### src/usr_consts.vh
// constants for the serial receiver status block
`ifndef USR_CONSTS_VH
`define USR_CONSTS_VH

// register offsets (3-bit register address)
`define USR_ADDR_CMD      3'h0
`define USR_ADDR_STATUS   3'h1
`define USR_ADDR_MODE     3'h2
`define USR_ADDR_SYNCCHR  3'h3
`define USR_ADDR_RXDATA   3'h4

// command register fields
`define USR_CMD_RXEN      2
`define USR_CMD_ERRCLR    4
`define USR_CMD_SWRST     6
`define USR_CMD_HUNT      7

// status register fields
`define USR_ST_RXRDY      1
`define USR_ST_HUNTING    2
`define USR_ST_FRAMERR    5
`define USR_ST_SYNBRK     6
`define USR_ST_DSR        7

// mode register fields
`define USR_MODE_SYNC     0
`define USR_MODE_EXTSYNC  1
`define USR_MODE_LEN_LO   2
`define USR_MODE_LEN_HI   3

// reset values
`define USR_CMD_RST       8'h00
`define USR_MODE_RST      8'h0c
`define USR_SYNCCHR_RST   8'h16

// async timing in receive clock rising edges
`define USR_OVERSAMPLE    5'h10
`define USR_HALFBIT       5'h08

`endif

### src/usr_status.v
// serial receiver with sync/break detect, framing error and modem status
// Function
// sync mode: sync found sets bit, read clears
// async: line low over two characters sets break
// async: break clears on line high or reset
// status dsr bit is inverse of modem input
// modem input sampled on system clock first
// host writes zero three times before software reset
// host sets error clear with enable plus hunt
// characters after framing error flagged unreliable
// external sync input sampled while receive clock high
// external sync high re-sets flag after read clear
// status bit mirrors pin, frozen during readout
// zero at first stop centre sets framing error
`include "usr_consts.vh"
`default_nettype none

module usr_status (
  input  wire       clk_i,
  input  wire       srst_i,
  input  wire [2:0] addr_i,
  input  wire [7:0] wdata_i,
  input  wire       wr_i,
  input  wire       rd_i,
  output reg  [7:0] rdata_o,
  input  wire       rxd_i,
  input  wire       dsr_n_i,
  input  wire       receive_clock_input_i,
  input  wire       external_sync_detect_input_i,
  output wire       sync_break_detect_pin_o
);

  localparam [3:0] ST_IDLE  = 4'b0001;
  localparam [3:0] ST_START = 4'b0010;
  localparam [3:0] ST_DATA  = 4'b0100;
  localparam [3:0] ST_STOP  = 4'b1000;

  // data bits per character, 5 to 8
  function [3:0] char_bits;
    input [1:0] len;
    begin
      char_bits = 4'd5 + {2'b00, len};
    end
  endfunction

  // pin synchronisers: stage one is read only by stage two
  reg [1:0] rxd_q;
  reg [1:0] dsr_q;
  reg [1:0] rxc_q;
  reg [1:0] ext_q;
  reg       rxc_old_q;

  always @(posedge clk_i) begin
    if (srst_i) begin
      rxd_q     <= 2'b11;
      dsr_q     <= 2'b11;
      rxc_q     <= 2'b00;
      ext_q     <= 2'b00;
      rxc_old_q <= 1'b0;
    end else begin
      rxd_q     <= {rxd_q[0], rxd_i};
      dsr_q     <= {dsr_q[0], dsr_n_i};
      rxc_q     <= {rxc_q[0], receive_clock_input_i};
      ext_q     <= {ext_q[0], external_sync_detect_input_i};
      rxc_old_q <= rxc_q[1];
    end
  end

  wire rxd_s   = rxd_q[1];
  wire rxc_s   = rxc_q[1];
  wire rxc_edg = rxc_s & ~rxc_old_q;

  // software registers
  reg [7:0] cmd_q;
  reg [7:0] mode_q;
  reg [7:0] sync_chr_q;

  wire wr_cmd   = wr_i && (addr_i == `USR_ADDR_CMD);
  wire sw_rst   = wr_cmd && wdata_i[`USR_CMD_SWRST];
  wire err_clr  = wr_cmd && wdata_i[`USR_CMD_ERRCLR];
  wire hunt_go  = wr_cmd && wdata_i[`USR_CMD_HUNT];
  wire rd_stat  = rd_i && (addr_i == `USR_ADDR_STATUS);
  wire rd_data  = rd_i && (addr_i == `USR_ADDR_RXDATA);
  wire blk_rst  = srst_i | sw_rst;

  wire       sync_md = mode_q[`USR_MODE_SYNC];
  wire       ext_md  = mode_q[`USR_MODE_EXTSYNC];
  wire [3:0] nbits   = char_bits(mode_q[`USR_MODE_LEN_HI:`USR_MODE_LEN_LO]);
  wire       rx_en   = cmd_q[`USR_CMD_RXEN];

  // command strobe bits do not stay set; a reset command leaves mode intact
  always @(posedge clk_i) begin
    if (srst_i) begin
      cmd_q      <= `USR_CMD_RST;
      mode_q     <= `USR_MODE_RST;
      sync_chr_q <= `USR_SYNCCHR_RST;
    end else begin
      if (sw_rst) begin
        cmd_q <= `USR_CMD_RST;
      end else if (wr_cmd) begin
        cmd_q <= wdata_i & 8'h2f;
      end
      if (wr_i && (addr_i == `USR_ADDR_MODE)) begin
        mode_q <= wdata_i;
      end
      if (wr_i && (addr_i == `USR_ADDR_SYNCCHR)) begin
        sync_chr_q <= wdata_i;
      end
    end
  end

  // async receiver and break timing
  reg [3:0] state_q;
  reg [4:0] tick_q;
  reg [3:0] bit_q;
  reg [7:0] shift_q;
  reg [7:0] rx_data_q;
  reg       rx_rdy_q;
  reg       fe_q;
  reg [8:0] low_q;
  reg       brk_q;
  reg       hunt_q;
  reg       syn_q;

  // break threshold: two whole frames of zero samples
  wire [8:0] frame_len = {5'h00, nbits} + 9'd2;
  wire [8:0] brk_lim   = {frame_len[3:0], 5'h00};
  wire       async_on  = rx_en && !sync_md;

  always @(posedge clk_i) begin
    if (blk_rst) begin
      state_q   <= ST_IDLE;
      tick_q    <= 5'h00;
      bit_q     <= 4'h0;
      shift_q   <= 8'h00;
      rx_data_q <= 8'h00;
      rx_rdy_q  <= 1'b0;
      fe_q      <= 1'b0;
      low_q     <= 9'h000;
      brk_q     <= 1'b0;
    end else begin
      if (rd_data) begin
        rx_rdy_q <= 1'b0;
      end
      if (err_clr) begin
        fe_q <= 1'b0;
      end
      // break: long low run sets, any high level clears
      if (!async_on || rxd_s) begin
        low_q <= 9'h000;
        brk_q <= 1'b0;
      end else if (rxc_edg) begin
        if (low_q != 9'h1ff) begin
          low_q <= low_q + 9'h001;
        end
        if (low_q > brk_lim) begin
          brk_q <= 1'b1;
        end
      end
      if (!async_on) begin
        state_q <= ST_IDLE;
      end else if (rxc_edg) begin
        case (state_q)
          ST_IDLE: begin
            tick_q <= 5'h00;
            if (!rxd_s) begin
              state_q <= ST_START;
            end
          end
          ST_START: begin
            tick_q <= tick_q + 5'h01;
            if (tick_q == `USR_HALFBIT - 5'h01) begin
              tick_q  <= 5'h00;
              bit_q   <= 4'h0;
              state_q <= rxd_s ? ST_IDLE : ST_DATA;
            end
          end
          ST_DATA: begin
            tick_q <= tick_q + 5'h01;
            if (tick_q == `USR_OVERSAMPLE - 5'h01) begin
              tick_q  <= 5'h00;
              shift_q <= {rxd_s, shift_q[7:1]};
              bit_q   <= bit_q + 4'h1;
              if (bit_q == nbits - 4'h1) begin
                state_q <= ST_STOP;
              end
            end
          end
          ST_STOP: begin
            tick_q <= tick_q + 5'h01;
            if (tick_q == `USR_OVERSAMPLE - 5'h01) begin
              // only the first stop bit centre is looked at
              state_q   <= ST_IDLE;
              rx_data_q <= shift_q >> (4'h8 - nbits);
              if (!rxd_s) begin
                fe_q <= 1'b1;
              end else if (!fe_q) begin
                rx_rdy_q <= 1'b1;
              end
            end
          end
          default: begin
            state_q <= ST_IDLE;
          end
        endcase
      end
    end
  end

  // sync mode: hunt for the sync character or take the external strobe
  reg  [7:0] sync_sh_q;
  wire [7:0] sync_next = {rxd_s, sync_sh_q[7:1]};
  wire [7:0] sync_msk  = 8'hff >> (4'h8 - nbits);
  wire [7:0] sync_al   = sync_next >> (4'h8 - nbits);
  wire       int_hit   = sync_md && !ext_md && hunt_q && rx_en && rxc_edg &&
                         ((sync_al & sync_msk) == (sync_chr_q & sync_msk));
  // external strobe looked at for as long as the receive clock is high
  // not gated by receive enable: the strobe is honoured whenever the clock is high
  wire       ext_hit   = sync_md && ext_md && rxc_s && ext_q[1];

  always @(posedge clk_i) begin
    if (blk_rst) begin
      sync_sh_q <= 8'h00;
      hunt_q    <= 1'b0;
      syn_q     <= 1'b0;
    end else begin
      if (rxc_edg) begin
        sync_sh_q <= sync_next;
      end
      if (int_hit) begin
        hunt_q <= 1'b0;
      end else if (hunt_go) begin
        hunt_q <= 1'b1;
      end
      // a hit in the read cycle wins over the read clear
      if (int_hit || ext_hit) begin
        syn_q <= 1'b1;
      end else if (rd_stat || !sync_md) begin
        syn_q <= 1'b0;
      end
    end
  end

  wire sb_flag = sync_md ? syn_q : brk_q;

  // pin driven from the flag flops; readout snapshots the same flag
  assign sync_break_detect_pin_o = sb_flag;

  // read data: registered snapshot, present only in the cycle after the strobe
  always @(posedge clk_i) begin
    if (srst_i) begin
      rdata_o <= 8'h00;
    end else if (rd_i) begin
      if (addr_i == `USR_ADDR_CMD) begin
        rdata_o <= cmd_q;
      end else if (addr_i == `USR_ADDR_STATUS) begin
        rdata_o <= {~dsr_q[1], sb_flag, fe_q, 2'b00, hunt_q, rx_rdy_q, 1'b0};
      end else if (addr_i == `USR_ADDR_MODE) begin
        rdata_o <= mode_q;
      end else if (addr_i == `USR_ADDR_SYNCCHR) begin
        rdata_o <= sync_chr_q;
      end else if (addr_i == `USR_ADDR_RXDATA) begin
        rdata_o <= rx_data_q;
      end else begin
        rdata_o <= 8'h00;
      end
    end else begin
      rdata_o <= 8'h00;
    end
  end

endmodule // usr_status

`default_nettype wire

### config.mk
export PLATFORM = sky130hd
export DESIGN_NAME = usr_status
export DESIGN_NICKNAME = d
export VERILOG_FILES = /design/src/usr_status.v
export VERILOG_INCLUDE_DIRS = /design/src /design/src/src
export SDC_FILE = /design/constraint.sdc
export NUM_CORES = 1
export LEC_CHECK = 0
export BUFFER_PORTS_ARGS = -buffer_cell sky130_fd_sc_hd__buf_2
export CAP_MARGIN = 40
export CORE_UTILIZATION = 65
export CTS_CLUSTER_SIZE = 12
export DETAILED_ROUTE_END_ITERATION = 8
export PLACE_DENSITY = 0.82
export SLEW_MARGIN = 40
export SYNTH_ARGS = -nofsm -noshare
export SYNTH_HDL_FRONTEND = slang
export SYNTH_SLANG_ARGS = --single-unit
### constraint.sdc
create_clock -name clk_i -period 8.8 [get_ports clk_i]
set_input_delay 1.76 -clock clk_i [delete_from_list [all_inputs] [get_ports clk_i]]
set_output_delay 1.76 -clock clk_i [all_outputs]
set_load 0.02 [all_outputs]
==> impl_metrics.ini, run 1 <==
[route]
finalWirelength_mm = 10.4
vias_per_cell = 6.00
drt_iter0_drc = 213
antenna_left = 0
vias = 3759
drc = 0
first_pass_iters = 4
avgRoutedWirePerCell_um = 16.5

[place]
place_congestion = 0.873
dp_worst_setup_slack_ps = 5020
portBuffers = 27
dp_hpwl_mm = 7.35

[clock_network]
cts_buffer_depth = 2
cts_resized = 0
clock-sinks = 88
postCtsHoldBufs = 0
postCtsSetupRepairBufs = 0
cts-root-buf = clkbuf_8
cts_max_level = 3
cts_made_buffers = 9
cts_tree = yes
clk_pin_slew_ps = 90
clk_latency_ps = 370

[logic_synthesis]
yosysMostFrequentCell = dfxtp_1
ys_warn_count = 0
ys.flop_type = dfxtp_1
syn_area_mm2 = 0.00464
synthesis.nets = 553
synth_cell_types = 62
yosysTopAreaCell = dfxtp_1
synth_seq_area_share_pct = 38.0
synth_cells = 519
synthTopCellsByCount = dfxtp_1, nor2_1, nand2_1
syn-mean-instance-area_um2 = 8.93
synth_area_leaders = dfxtp_1, mux2i_1, nor2_1, nand2_1, a21oi_1
async_flop_share_pct = 0
synth_top_area_share_pct = 38.0
synth_seq_cells = 88
synth_edf_count = 0

[timing]
post-route-period-util_pct = 39.0
fin_tns_setup_ps = 0
worstMarginPinSlew_ps = 792
timing.final.ws_setup_ps = 5360
grt_setup_unrepaired = no
setup_viol = 0
finClkSkew_ps = 12.4
drv_slew = 0
fin_crit_ps = 3440
slew_headroom_pct = 46.5
timing.fmax_ghz = 0.291
finalHoldViolCount = 0

[global_routing]
grt_pass1_wl_mm = 16.7
grt_pass1_vias = 3510
gr-total-overflow = 0
grt_antenna_before_repair = 0
grt_use_total_pct = 29.1
grt_max_degree = 44

[worst_setup_path]
cp_slowest_cell = nor4b_4
path_class = in -> reg
cp-end-kind = register
critPathMaxStageDelay_ps = 570
cp.required_ps = 9050
cp_max_fo = 43
worst_ep_arrival_time_ps = 3690
cp_cell_sequence = buf_2 > nor4b_4 > a21o_1 > buf_4 > or3_1 > nor2_1
startpoint_type = input port

[floorplanning]
fp.dieW_um = 86.5
ios = 28
rows = 30
dieHeight_um = 86.5
initial_core_util_pct = 67.9
die-area_mm2 = 0.00747
core_mm2 = 0.00683

[power_and_ir_drop]
netSwitchingPower_mw = 0.190
internal_power_mw = 0.537
power_mw = 0.727
switching_share_pct = 26.2
p_comb_share_pct = 7.7
power_density_mw_per_mm2 = 147
p_clk_share_pct = 36.0
p_leak_nw = 1.91
peakVddDrop_mv = 0.0922
seq_power_share_pct = 56.2

[cells_and_area]
area_growth_pct = 6.42
nets = 561
antennaDiodeCount = 0
drive_gt1_share_pct = 14.3

[status]
status = completed

[worst_hold_path]
holdCritPathClass = reg -> reg

[flow_run]
cap_violations = 0
==> cells in the final DEF (no fill, tap or decap), types with 2 or more instances in the layout <==
| cell type | instances |
|---|---|
| nand4_1 | 6 |
| nand4b_1 | 2 |
| inv_6 | 3 |
| nor4b_4 | 3 |
| or2_2 | 5 |
| a21o_1 | 2 |
| o21a_1 | 3 |
| o21ai_0 | 16 |
| buf_4 | 2 |
| nor2_1 | 60 |
| mux4_2 | 7 |
| dfxtp_1 | 87 |
| xnor2_1 | 10 |
| mux2_2 | 7 |
| a211oi_1 | 3 |
| nand2b_1 | 7 |
| a211o_1 | 2 |
| o221a_2 | 2 |
| or3_1 | 3 |
| xor2_1 | 6 |
| nor3_1 | 5 |
| mux2i_1 | 35 |
| buf_2 | 27 |
| nand3b_1 | 4 |
| o22a_1 | 4 |
| nand3_1 | 17 |
| clkbuf_8 | 10 |
| nor2b_1 | 12 |
| nand2_1 | 59 |
| or4_1 | 2 |
| and3_1 | 6 |
| a22oi_1 | 4 |
| a31oi_1 | 4 |
| o31a_1 | 2 |
| ha_1 | 14 |
| mux4_1 | 2 |
| nor4b_1 | 2 |
| o211a_1 | 2 |
| inv_1 | 18 |
| a21oi_1 | 41 |
==> final timing paths <==
kind,startpoint,slack (ps),cells after the start,end
setup / recovery,addr_i[0],5360,6,low_q[4]
hold / removal,dsr_q[0],410,1,dsr_q[1]
setup reg to reg,mode_q[2],5560,7,hunt_q
hold reg to reg,dsr_q[0],410,1,dsr_q[1]
==> power by group through the flow <==
stage	sequential (mW)	clock, mW	combinational, mW
floorplan	0.416	0	0.0425
detailed placement	0.418	0	0.0548
global route	0.409	0.280	0.0605
global placement	0.418	0	0.0530
CTS	0.409	0.265	0.0554
finish	0.409	0.262	0.0561
==> kinds of logic (layout without fill, tap and decap cells) <==
logic type	after synthesis	count (layout)	share of synthesized area [%]
AND/OR/NAND/NOR	201	201	22.1
AO/OA/AOI/OAI	98	98	14.3
flip-flops	88	88	38.0
multiplexers	51	51	13.8
buffers and inverters	50	62	4.75
XOR/XNOR	16	16	3.02
adder cells (fa/ha/maj)	15	15	4.05
==> metrics by stage <==
step	utilization (%)	std cells	instance area, µm²	hold WS, ps
after global routing	72.2	627	4930	418
after detailed placement	69.6	612	4760	404
after global placement	69.6	612	4750	399
after CTS	72.2	627	4930	418
after floorplan	-	519	4640	389
final	72.2	627	4930	407
==> layout make-up <==
type	instances	area (µm²)
Timing Repair Buffer	29	150
Inverter	18	67.6
Clock buffer	10	138
Multi-Input combinational cell	381	2660
Tap cell	96	120
Fill cell	525	1900
Sequential cell	88	1760
Clock inverter	5	38.8
==> layer usage <==
| metal | vias to the layer above | global-route usage, % | part of all wire (%) |
|---|---|---|---|
| li1 | 1842 | - | - |
| met1 | 1801 | 37.3 | 45 |
| met2 | 93 | 47.6 | 48 |
| met3 | 23 | 6.76 | 4.2 |
| met4 | 0 | 11.5 | 2.1 |
| met5 | - | 0 | 0 |
==> critical path, delay by kind of cell <==
kind / cells / cell delay (ps)
simple gates: 3 / 1040
buf+inv: 2 / 650
compound gates: 1 / 210
==> state kept, by name, indices dropped and copies added (netlist names), 4 cells and up <==
signal and cells:
bit_q 4, rdata_o 8, tick_q 5, state_q 4, cmd_q 5, sync_sh_q 7, mode_q 8, rx_data_q 8
shift_q 8, low_q 9, sync_chr_q 8
Power figures use the tool's default switching activity.
==> inputs of run 2 (changes only) <==
--- a/config.mk
+++ b/config.mk
@@ -8,10 +8,10 @@
 export LEC_CHECK = 0
 export BUFFER_PORTS_ARGS = -buffer_cell sky130_fd_sc_hd__buf_2
 export CAP_MARGIN = 40
-export CORE_UTILIZATION = 65
+export CORE_UTILIZATION = 61
 export CTS_CLUSTER_SIZE = 12
 export DETAILED_ROUTE_END_ITERATION = 8
-export PLACE_DENSITY = 0.82
+export PLACE_DENSITY = 0.78
 export SLEW_MARGIN = 40
 export SYNTH_ARGS = -nofsm -noshare
 export SYNTH_HDL_FRONTEND = slang
==> constraint.sdc (replaced) <==
create_clock -name clk_i -period 3.32 [get_ports clk_i]
set_input_delay 0.664 -clock clk_i [delete_from_list [all_inputs] [get_ports clk_i]]
set_output_delay 0.664 -clock clk_i [all_outputs]
set_load 0.02 [all_outputs]
==> impl_metrics.ini, run 2 (synthesis gave the netlist of run 1 again) <==
[clock_network]
postCtsSetupRepairBufs = 0
cts_resized = 0
cts_buffer_depth = 2
clock-sinks = 88
cts-root-buf = clkbuf_8
cts_tree = yes
cts_made_buffers = 9
clk_latency_ps = 360
clk_pin_slew_ps = 90
postCtsHoldBufs = 0
cts_max_level = 3

[timing]
setup_viol = 0
drv_slew = 0
worstMarginPinSlew_ps = 694
fin_tns_setup_ps = 0
fin_crit_ps = 2710
grt_setup_unrepaired = no
post-route-period-util_pct = 81.7
finalHoldViolCount = 0
timing.fmax_ghz = 0.369
slew_headroom_pct = 53.4
timing.final.ws_setup_ps = 607
finClkSkew_ps = 12.4

[floorplanning]
dieHeight_um = 89.2
initial_core_util_pct = 63.6
ios = 28
fp.dieW_um = 89.2
die-area_mm2 = 0.00795
core_mm2 = 0.00729
rows = 31

[global_routing]
use_met1_pct = 35.8
grt_use_met2_pct = 43.6
top_usage_layer = met2
grt_use_total_pct = 26.9
grt_pass1_vias = 3354
gr-total-overflow = 0
use_met3_pct = 6.74
grt_max_degree = 28
grt_pass1_wl_mm = 16.2
grt_antenna_before_repair = 0

[cells_and_area]
nets = 567
fin_area_mm2 = 0.00498
antennaDiodeCount = 0
area_growth_pct = 7.50
final_common_cell = dfxtp_1
largest_reg_flops = 9
final_cells = 636
mostFrequentLayoutCells = dfxtp_1, nor2_1, nand2_1
drive_gt1_share_pct = 14.9
largest_register = low_q
nFillCells = 605

[place]
dp_worst_setup_slack_ps = 630
dp.cells = 621
placed_cell_area_mm2 = 0.00480
portBuffers = 27
dp_hpwl_mm = 7.23
place_congestion = 0.864

[route]
first_pass_iters = 5
drc = 0
vias = 3796
drt_iter0_drc = 340
finalWirelength_mm = 10.2
avgRoutedWirePerCell_um = 16.0
vias_per_cell = 5.97
antenna_left = 0

[power_and_ir_drop]
power_mw = 1.92
switching_share_pct = 25.2
p_leak_nw = 1.94
seq_power_share_pct = 56.1
netSwitchingPower_mw = 0.484
internal_power_mw = 1.44
peakVddDrop_mv = 0.304
power_density_mw_per_mm2 = 386
p_comb_share_pct = 8.0
p_clk_share_pct = 35.8

[worst_setup_path]
cp_cell_sequence = inv_1 > ha_1 > mux4_1 > xnor2_1 > nand4_1 > o311a_1 > a211oi_2
r2r_start = mode_q[3]
cp_slowest_cell = mux4_1
cp-end-kind = register
critPathBufInv = 1
path_class = reg -> reg
cp.required_ps = 3610
cp_max_fo = 12
crit_family = multiplexers
ff2ff_setup_slack_ps = 610
critPathMaxStageDelay_ps = 650
worst_ep_arrival_time_ps = 3000
startpoint_type = register
r2r_cells = 7
rr_endpoint = syn_q

[status]
status = completed

[worst_hold_path]
hold_path.startpoint = rxd_q[0]
holdCritPathClass = reg -> reg
whs_path_depth = 1
hold_end = rxd_q[1]

[flow_run]
cap_violations = 0
run 2: cell types whose count changed in the layout (fill, tap and decap cells not counted), sizes merged:
cell    before  now
buf         29   35
inv         21   18
clkinv       1    3
clkbuf      10   11
run 2: worst reg2reg max path, stage by stage (launching register included):
cell      delay, ps
dfxtp_1         410
inv_1           110
ha_1            630
mux4_1          650
xnor2_1         150
nand4_1         140
o311a_1         380
a211oi_2        190
run 2: routing by layer:
layer  up-vias  wire (µm)
met3        14        649
met5         -          0
li1       1852          -
met2       136       4830
met4         0        122
met1      1794       4570
run 2: area by class of cell:
class                           count  area (µm²)  share of cell area (%)
Inverter                           18        67.6                    1.36
Clock buffer                       11         151                    3.04
Clock inverter                      4        30.0                   0.603
Multi-Input combinational cell    381        2650                    53.3
Timing Repair Buffer               35         195                    3.92
Tap cell                           99         124                    2.49
Sequential cell                    88        1760                    35.4
run 2: through the flow:
stage	hold WS (ps)	util (%)
after floorplan	389	-
after global placement	391	65.9
after detailed placement	394	65.9
after CTS	415	68.3
after global routing	436	68.3
final	414	68.3
run 2: power groups by stage:
stage | sequential [mW] | clock [mW] | combinational (mW)
after floorplan | 1.10 | 0 | 0.113
final | 1.08 | 0.690 | 0.154
after detailed placement | 1.10 | 0 | 0.152
after global placement | 1.10 | 0 | 0.148
after global routing | 1.08 | 0.746 | 0.167
after CTS | 1.08 | 0.703 | 0.152
run 2: how the worst max path moves through the flow:
stage               startpoint  endpoint  slack, ps  cells after the start
finish               mode_q[3]     syn_q        610                      7
global route         mode_q[3]     syn_q        430                      7
CTS                  mode_q[3]     syn_q        600                      7
detailed placement   mode_q[3]     syn_q        630                      7
global placement     mode_q[3]     syn_q        750                      7
floorplan            mode_q[2]     syn_q        300                     10
==> inputs of run 3 (changes only) <==
--- a/config.mk
+++ b/config.mk
@@ -6,12 +6,13 @@
 export SDC_FILE = /design/constraint.sdc
 export NUM_CORES = 1
 export LEC_CHECK = 0
+export ABC_AREA = 1
 export BUFFER_PORTS_ARGS = -buffer_cell sky130_fd_sc_hd__buf_2
 export CAP_MARGIN = 40
-export CORE_UTILIZATION = 61
+export CORE_UTILIZATION = 60
 export CTS_CLUSTER_SIZE = 12
 export DETAILED_ROUTE_END_ITERATION = 8
-export PLACE_DENSITY = 0.78
+export PLACE_DENSITY = 0.77
 export SLEW_MARGIN = 40
 export SYNTH_ARGS = -nofsm -noshare
 export SYNTH_HDL_FRONTEND = slang
==> constraint.sdc (replaced) <==
create_clock -name clk_i -period 2.55 [get_ports clk_i]
set_input_delay 0.51 -clock clk_i [delete_from_list [all_inputs] [get_ports clk_i]]
set_output_delay 0.51 -clock clk_i [all_outputs]
set_load 0.02 [all_outputs]
==> impl_metrics.ini, run 3 <==
[place]
placed_cell_area_mm2 = 0.00466
place_congestion = 0.856
portBuffers = 27
dp_worst_setup_slack_ps = 310
dp_hpwl_mm = 8.09

[timing]
slew_headroom_pct = 70.2
timing.final.ws_setup_ps = 272
grt_setup_unrepaired = no
finalHoldViolCount = 0
fin_crit_ps = 2280
holdWs_ps = 313
finClkSkew_ps = 10.4
setup_viol = 0
drv_slew = 0
post-route-period-util_pct = 89.4
timing.fmax_ghz = 0.439
worstMarginPinSlew_ps = 446
fin_tns_setup_ps = 0

[logic_synthesis]
ys_warn_count = 0
yosysMostFrequentCell = nand2_1
synth-adder-area-share_pct = 4.25
synth_seq_area_share_pct = 39.9
synth_top_area_share_pct = 39.9
synth_cell_types = 38
async_flop_share_pct = 0
synthTopCellsByCount = nand2_1, dfxtp_1, inv_1
syn-mean-instance-area_um2 = 6.94
syn_area_mm2 = 0.00441
yosysTopAreaCell = dfxtp_1
synth_seq_cells = 88
synth_xor_area_share_pct = 1.39
synth_area_leaders = dfxtp_1, nand2_1, inv_1, a21oi_1, nor2_1
synth_cells = 636
synthesis.nets = 670
synth_compound_area_share_pct = 16.0
synth-simple-area-share_pct = 28.8
synth_mux_area_share_pct = 0.227
synth_top_family_by_area = simple AND/OR/NAND/NOR gates
ys.flop_type = dfxtp_1
synth_edf_count = 0

[floorplanning]
ios = 28
core_mm2 = 0.00694
fp.dieW_um = 87.8
rows = 30
die-area_mm2 = 0.00770
dieHeight_um = 87.8
initial_core_util_pct = 63.5

[cells_and_area]
antennaDiodeCount = 0
area_growth_pct = 9.90
nFillCells = 602
nets = 703
mostFrequentLayoutCells = nand2_1, dfxtp_1, inv_1
largest_register = low_q
final_common_cell = nand2_1
drive_gt1_share_pct = 10.8
fin_area_mm2 = 0.00485
seqCellArea_mm2 = 0.00176
multiInputGateArea_mm2 = 0.00224
largest_reg_flops = 9

[flow_run]
cap_violations = 0

[global_routing]
grt_antenna_before_repair = 0
top_usage_layer = met2
grt_max_degree = 27
grt_pass1_vias = 3855
grt_use_total_pct = 30.2
grt_pass1_wl_mm = 17.9
gr-total-overflow = 0
use_met1_pct = 39.9
use_met3_pct = 6.79
grt_use_met2_pct = 49.1

[power_and_ir_drop]
p_leak_nw = 2.08
power_mw = 2.55
peakVddDrop_mv = 0.440
power_density_mw_per_mm2 = 527

[clock_network]
postCtsSetupRepairBufs = 0
cts_made_buffers = 9
cts_tree = yes
cts_buffer_depth = 2
postCtsHoldBufs = 0
cts_resized = 0
cts_max_level = 3
clock-sinks = 88
clk_latency_ps = 370
cts-root-buf = clkbuf_8
clk_pin_slew_ps = 90

[route]
antenna_left = 0
first_pass_iters = 6
vias = 4207
vias_per_cell = 5.46
drc = 0
finalWirelength_mm = 10.6
drt_iter0_drc = 290
avgRoutedWirePerCell_um = 13.8

[worst_setup_path]
cp-end-kind = register
cp_max_fo = 11
worst_ep_arrival_time_ps = 2580
cp.required_ps = 2850
path_class = reg -> reg
startpoint_type = register

[worst_hold_path]
holdCritPathClass = in -> reg

[status]
status = completed
run 3: cell types whose count changed after synthesis, sizes merged, moves of 9 or more:
cell    delta
nand2    +112
o21ai     +22
a21oi     +12
inv       +66
mux2i     -34
o211ai     +9
xnor2      -9
nor2b     -12
nor2      +13
nor3      +10
mux4       -9
nand3     +11
clkbuf    -14
run 3: cell families (layout without fill, tap and decap cells):
group / Yosys count / count (layout)
and+or+nand+nor: 301 / 301
adders and majority gates: 15 / 15
buffers and inverters: 101 / 139
AOI/OAI and AO/OA: 123 / 123
xor gates and xnor gates: 7 / 7
DFF: 88 / 88
muxes: 1 / 1
run 3: final timing paths:
check | depth (start not counted) | start | end | slack (ps)
setup reg to reg | 10 | tick_q[0] | rx_data_q[1] | 270
hold reg to reg | 2 | ext_q[0] | ext_q[1] | 410
hold / removal | 2 | dsr_n_i | dsr_q[0] | 310
setup / recovery | 10 | tick_q[0] | rx_data_q[1] | 270
run 3: layout make-up:
class / instances / area share [%]
inverter: 84 / 6.55
tap: 96 / 2.48
multi-input combinational: 447 / 46.1
sequential: 88 / 36.3
clock inverter: 6 / 1.03
timing repair buffer: 39 / 4.64
clock buffer: 10 / 2.84
run 3: critical path, cell delays in order (launching register included):
cell	delay (ps)
dfxtp_1	420
ha_1	210
nand2_1	90
nor2_1	150
ha_1	200
inv_1	60
nor2_1	140
nand2_1	260
nor2_1	370
o211ai_1	160
a21oi_1	150
run 3: through the flow:
step | instances | util [%]
5_1_grt | 770 | 69.8
4_1_cts | 770 | 69.8
2_1_floorplan | 636 | -
6_report | 770 | 69.8
3_5_place_dp | 754 | 67.1
3_3_place_gp | 754 | 67.1
run 3: layer usage:
metal	routed length, µm	vias up
met5	0	-
met1	4770	1906
met3	756	23
li1	-	2121
met4	180	0
met2	4890	157
run 3: report_power, final:
group / leakage (nW) / switching, mW / internal [mW]
sequential: 0.712 / 0.0113 / 1.39
combinational: 1.27 / 0.148 / 0.0719
clock: 0.0952 / 0.536 / 0.394
total: 2.08 / 0.695 / 1.86
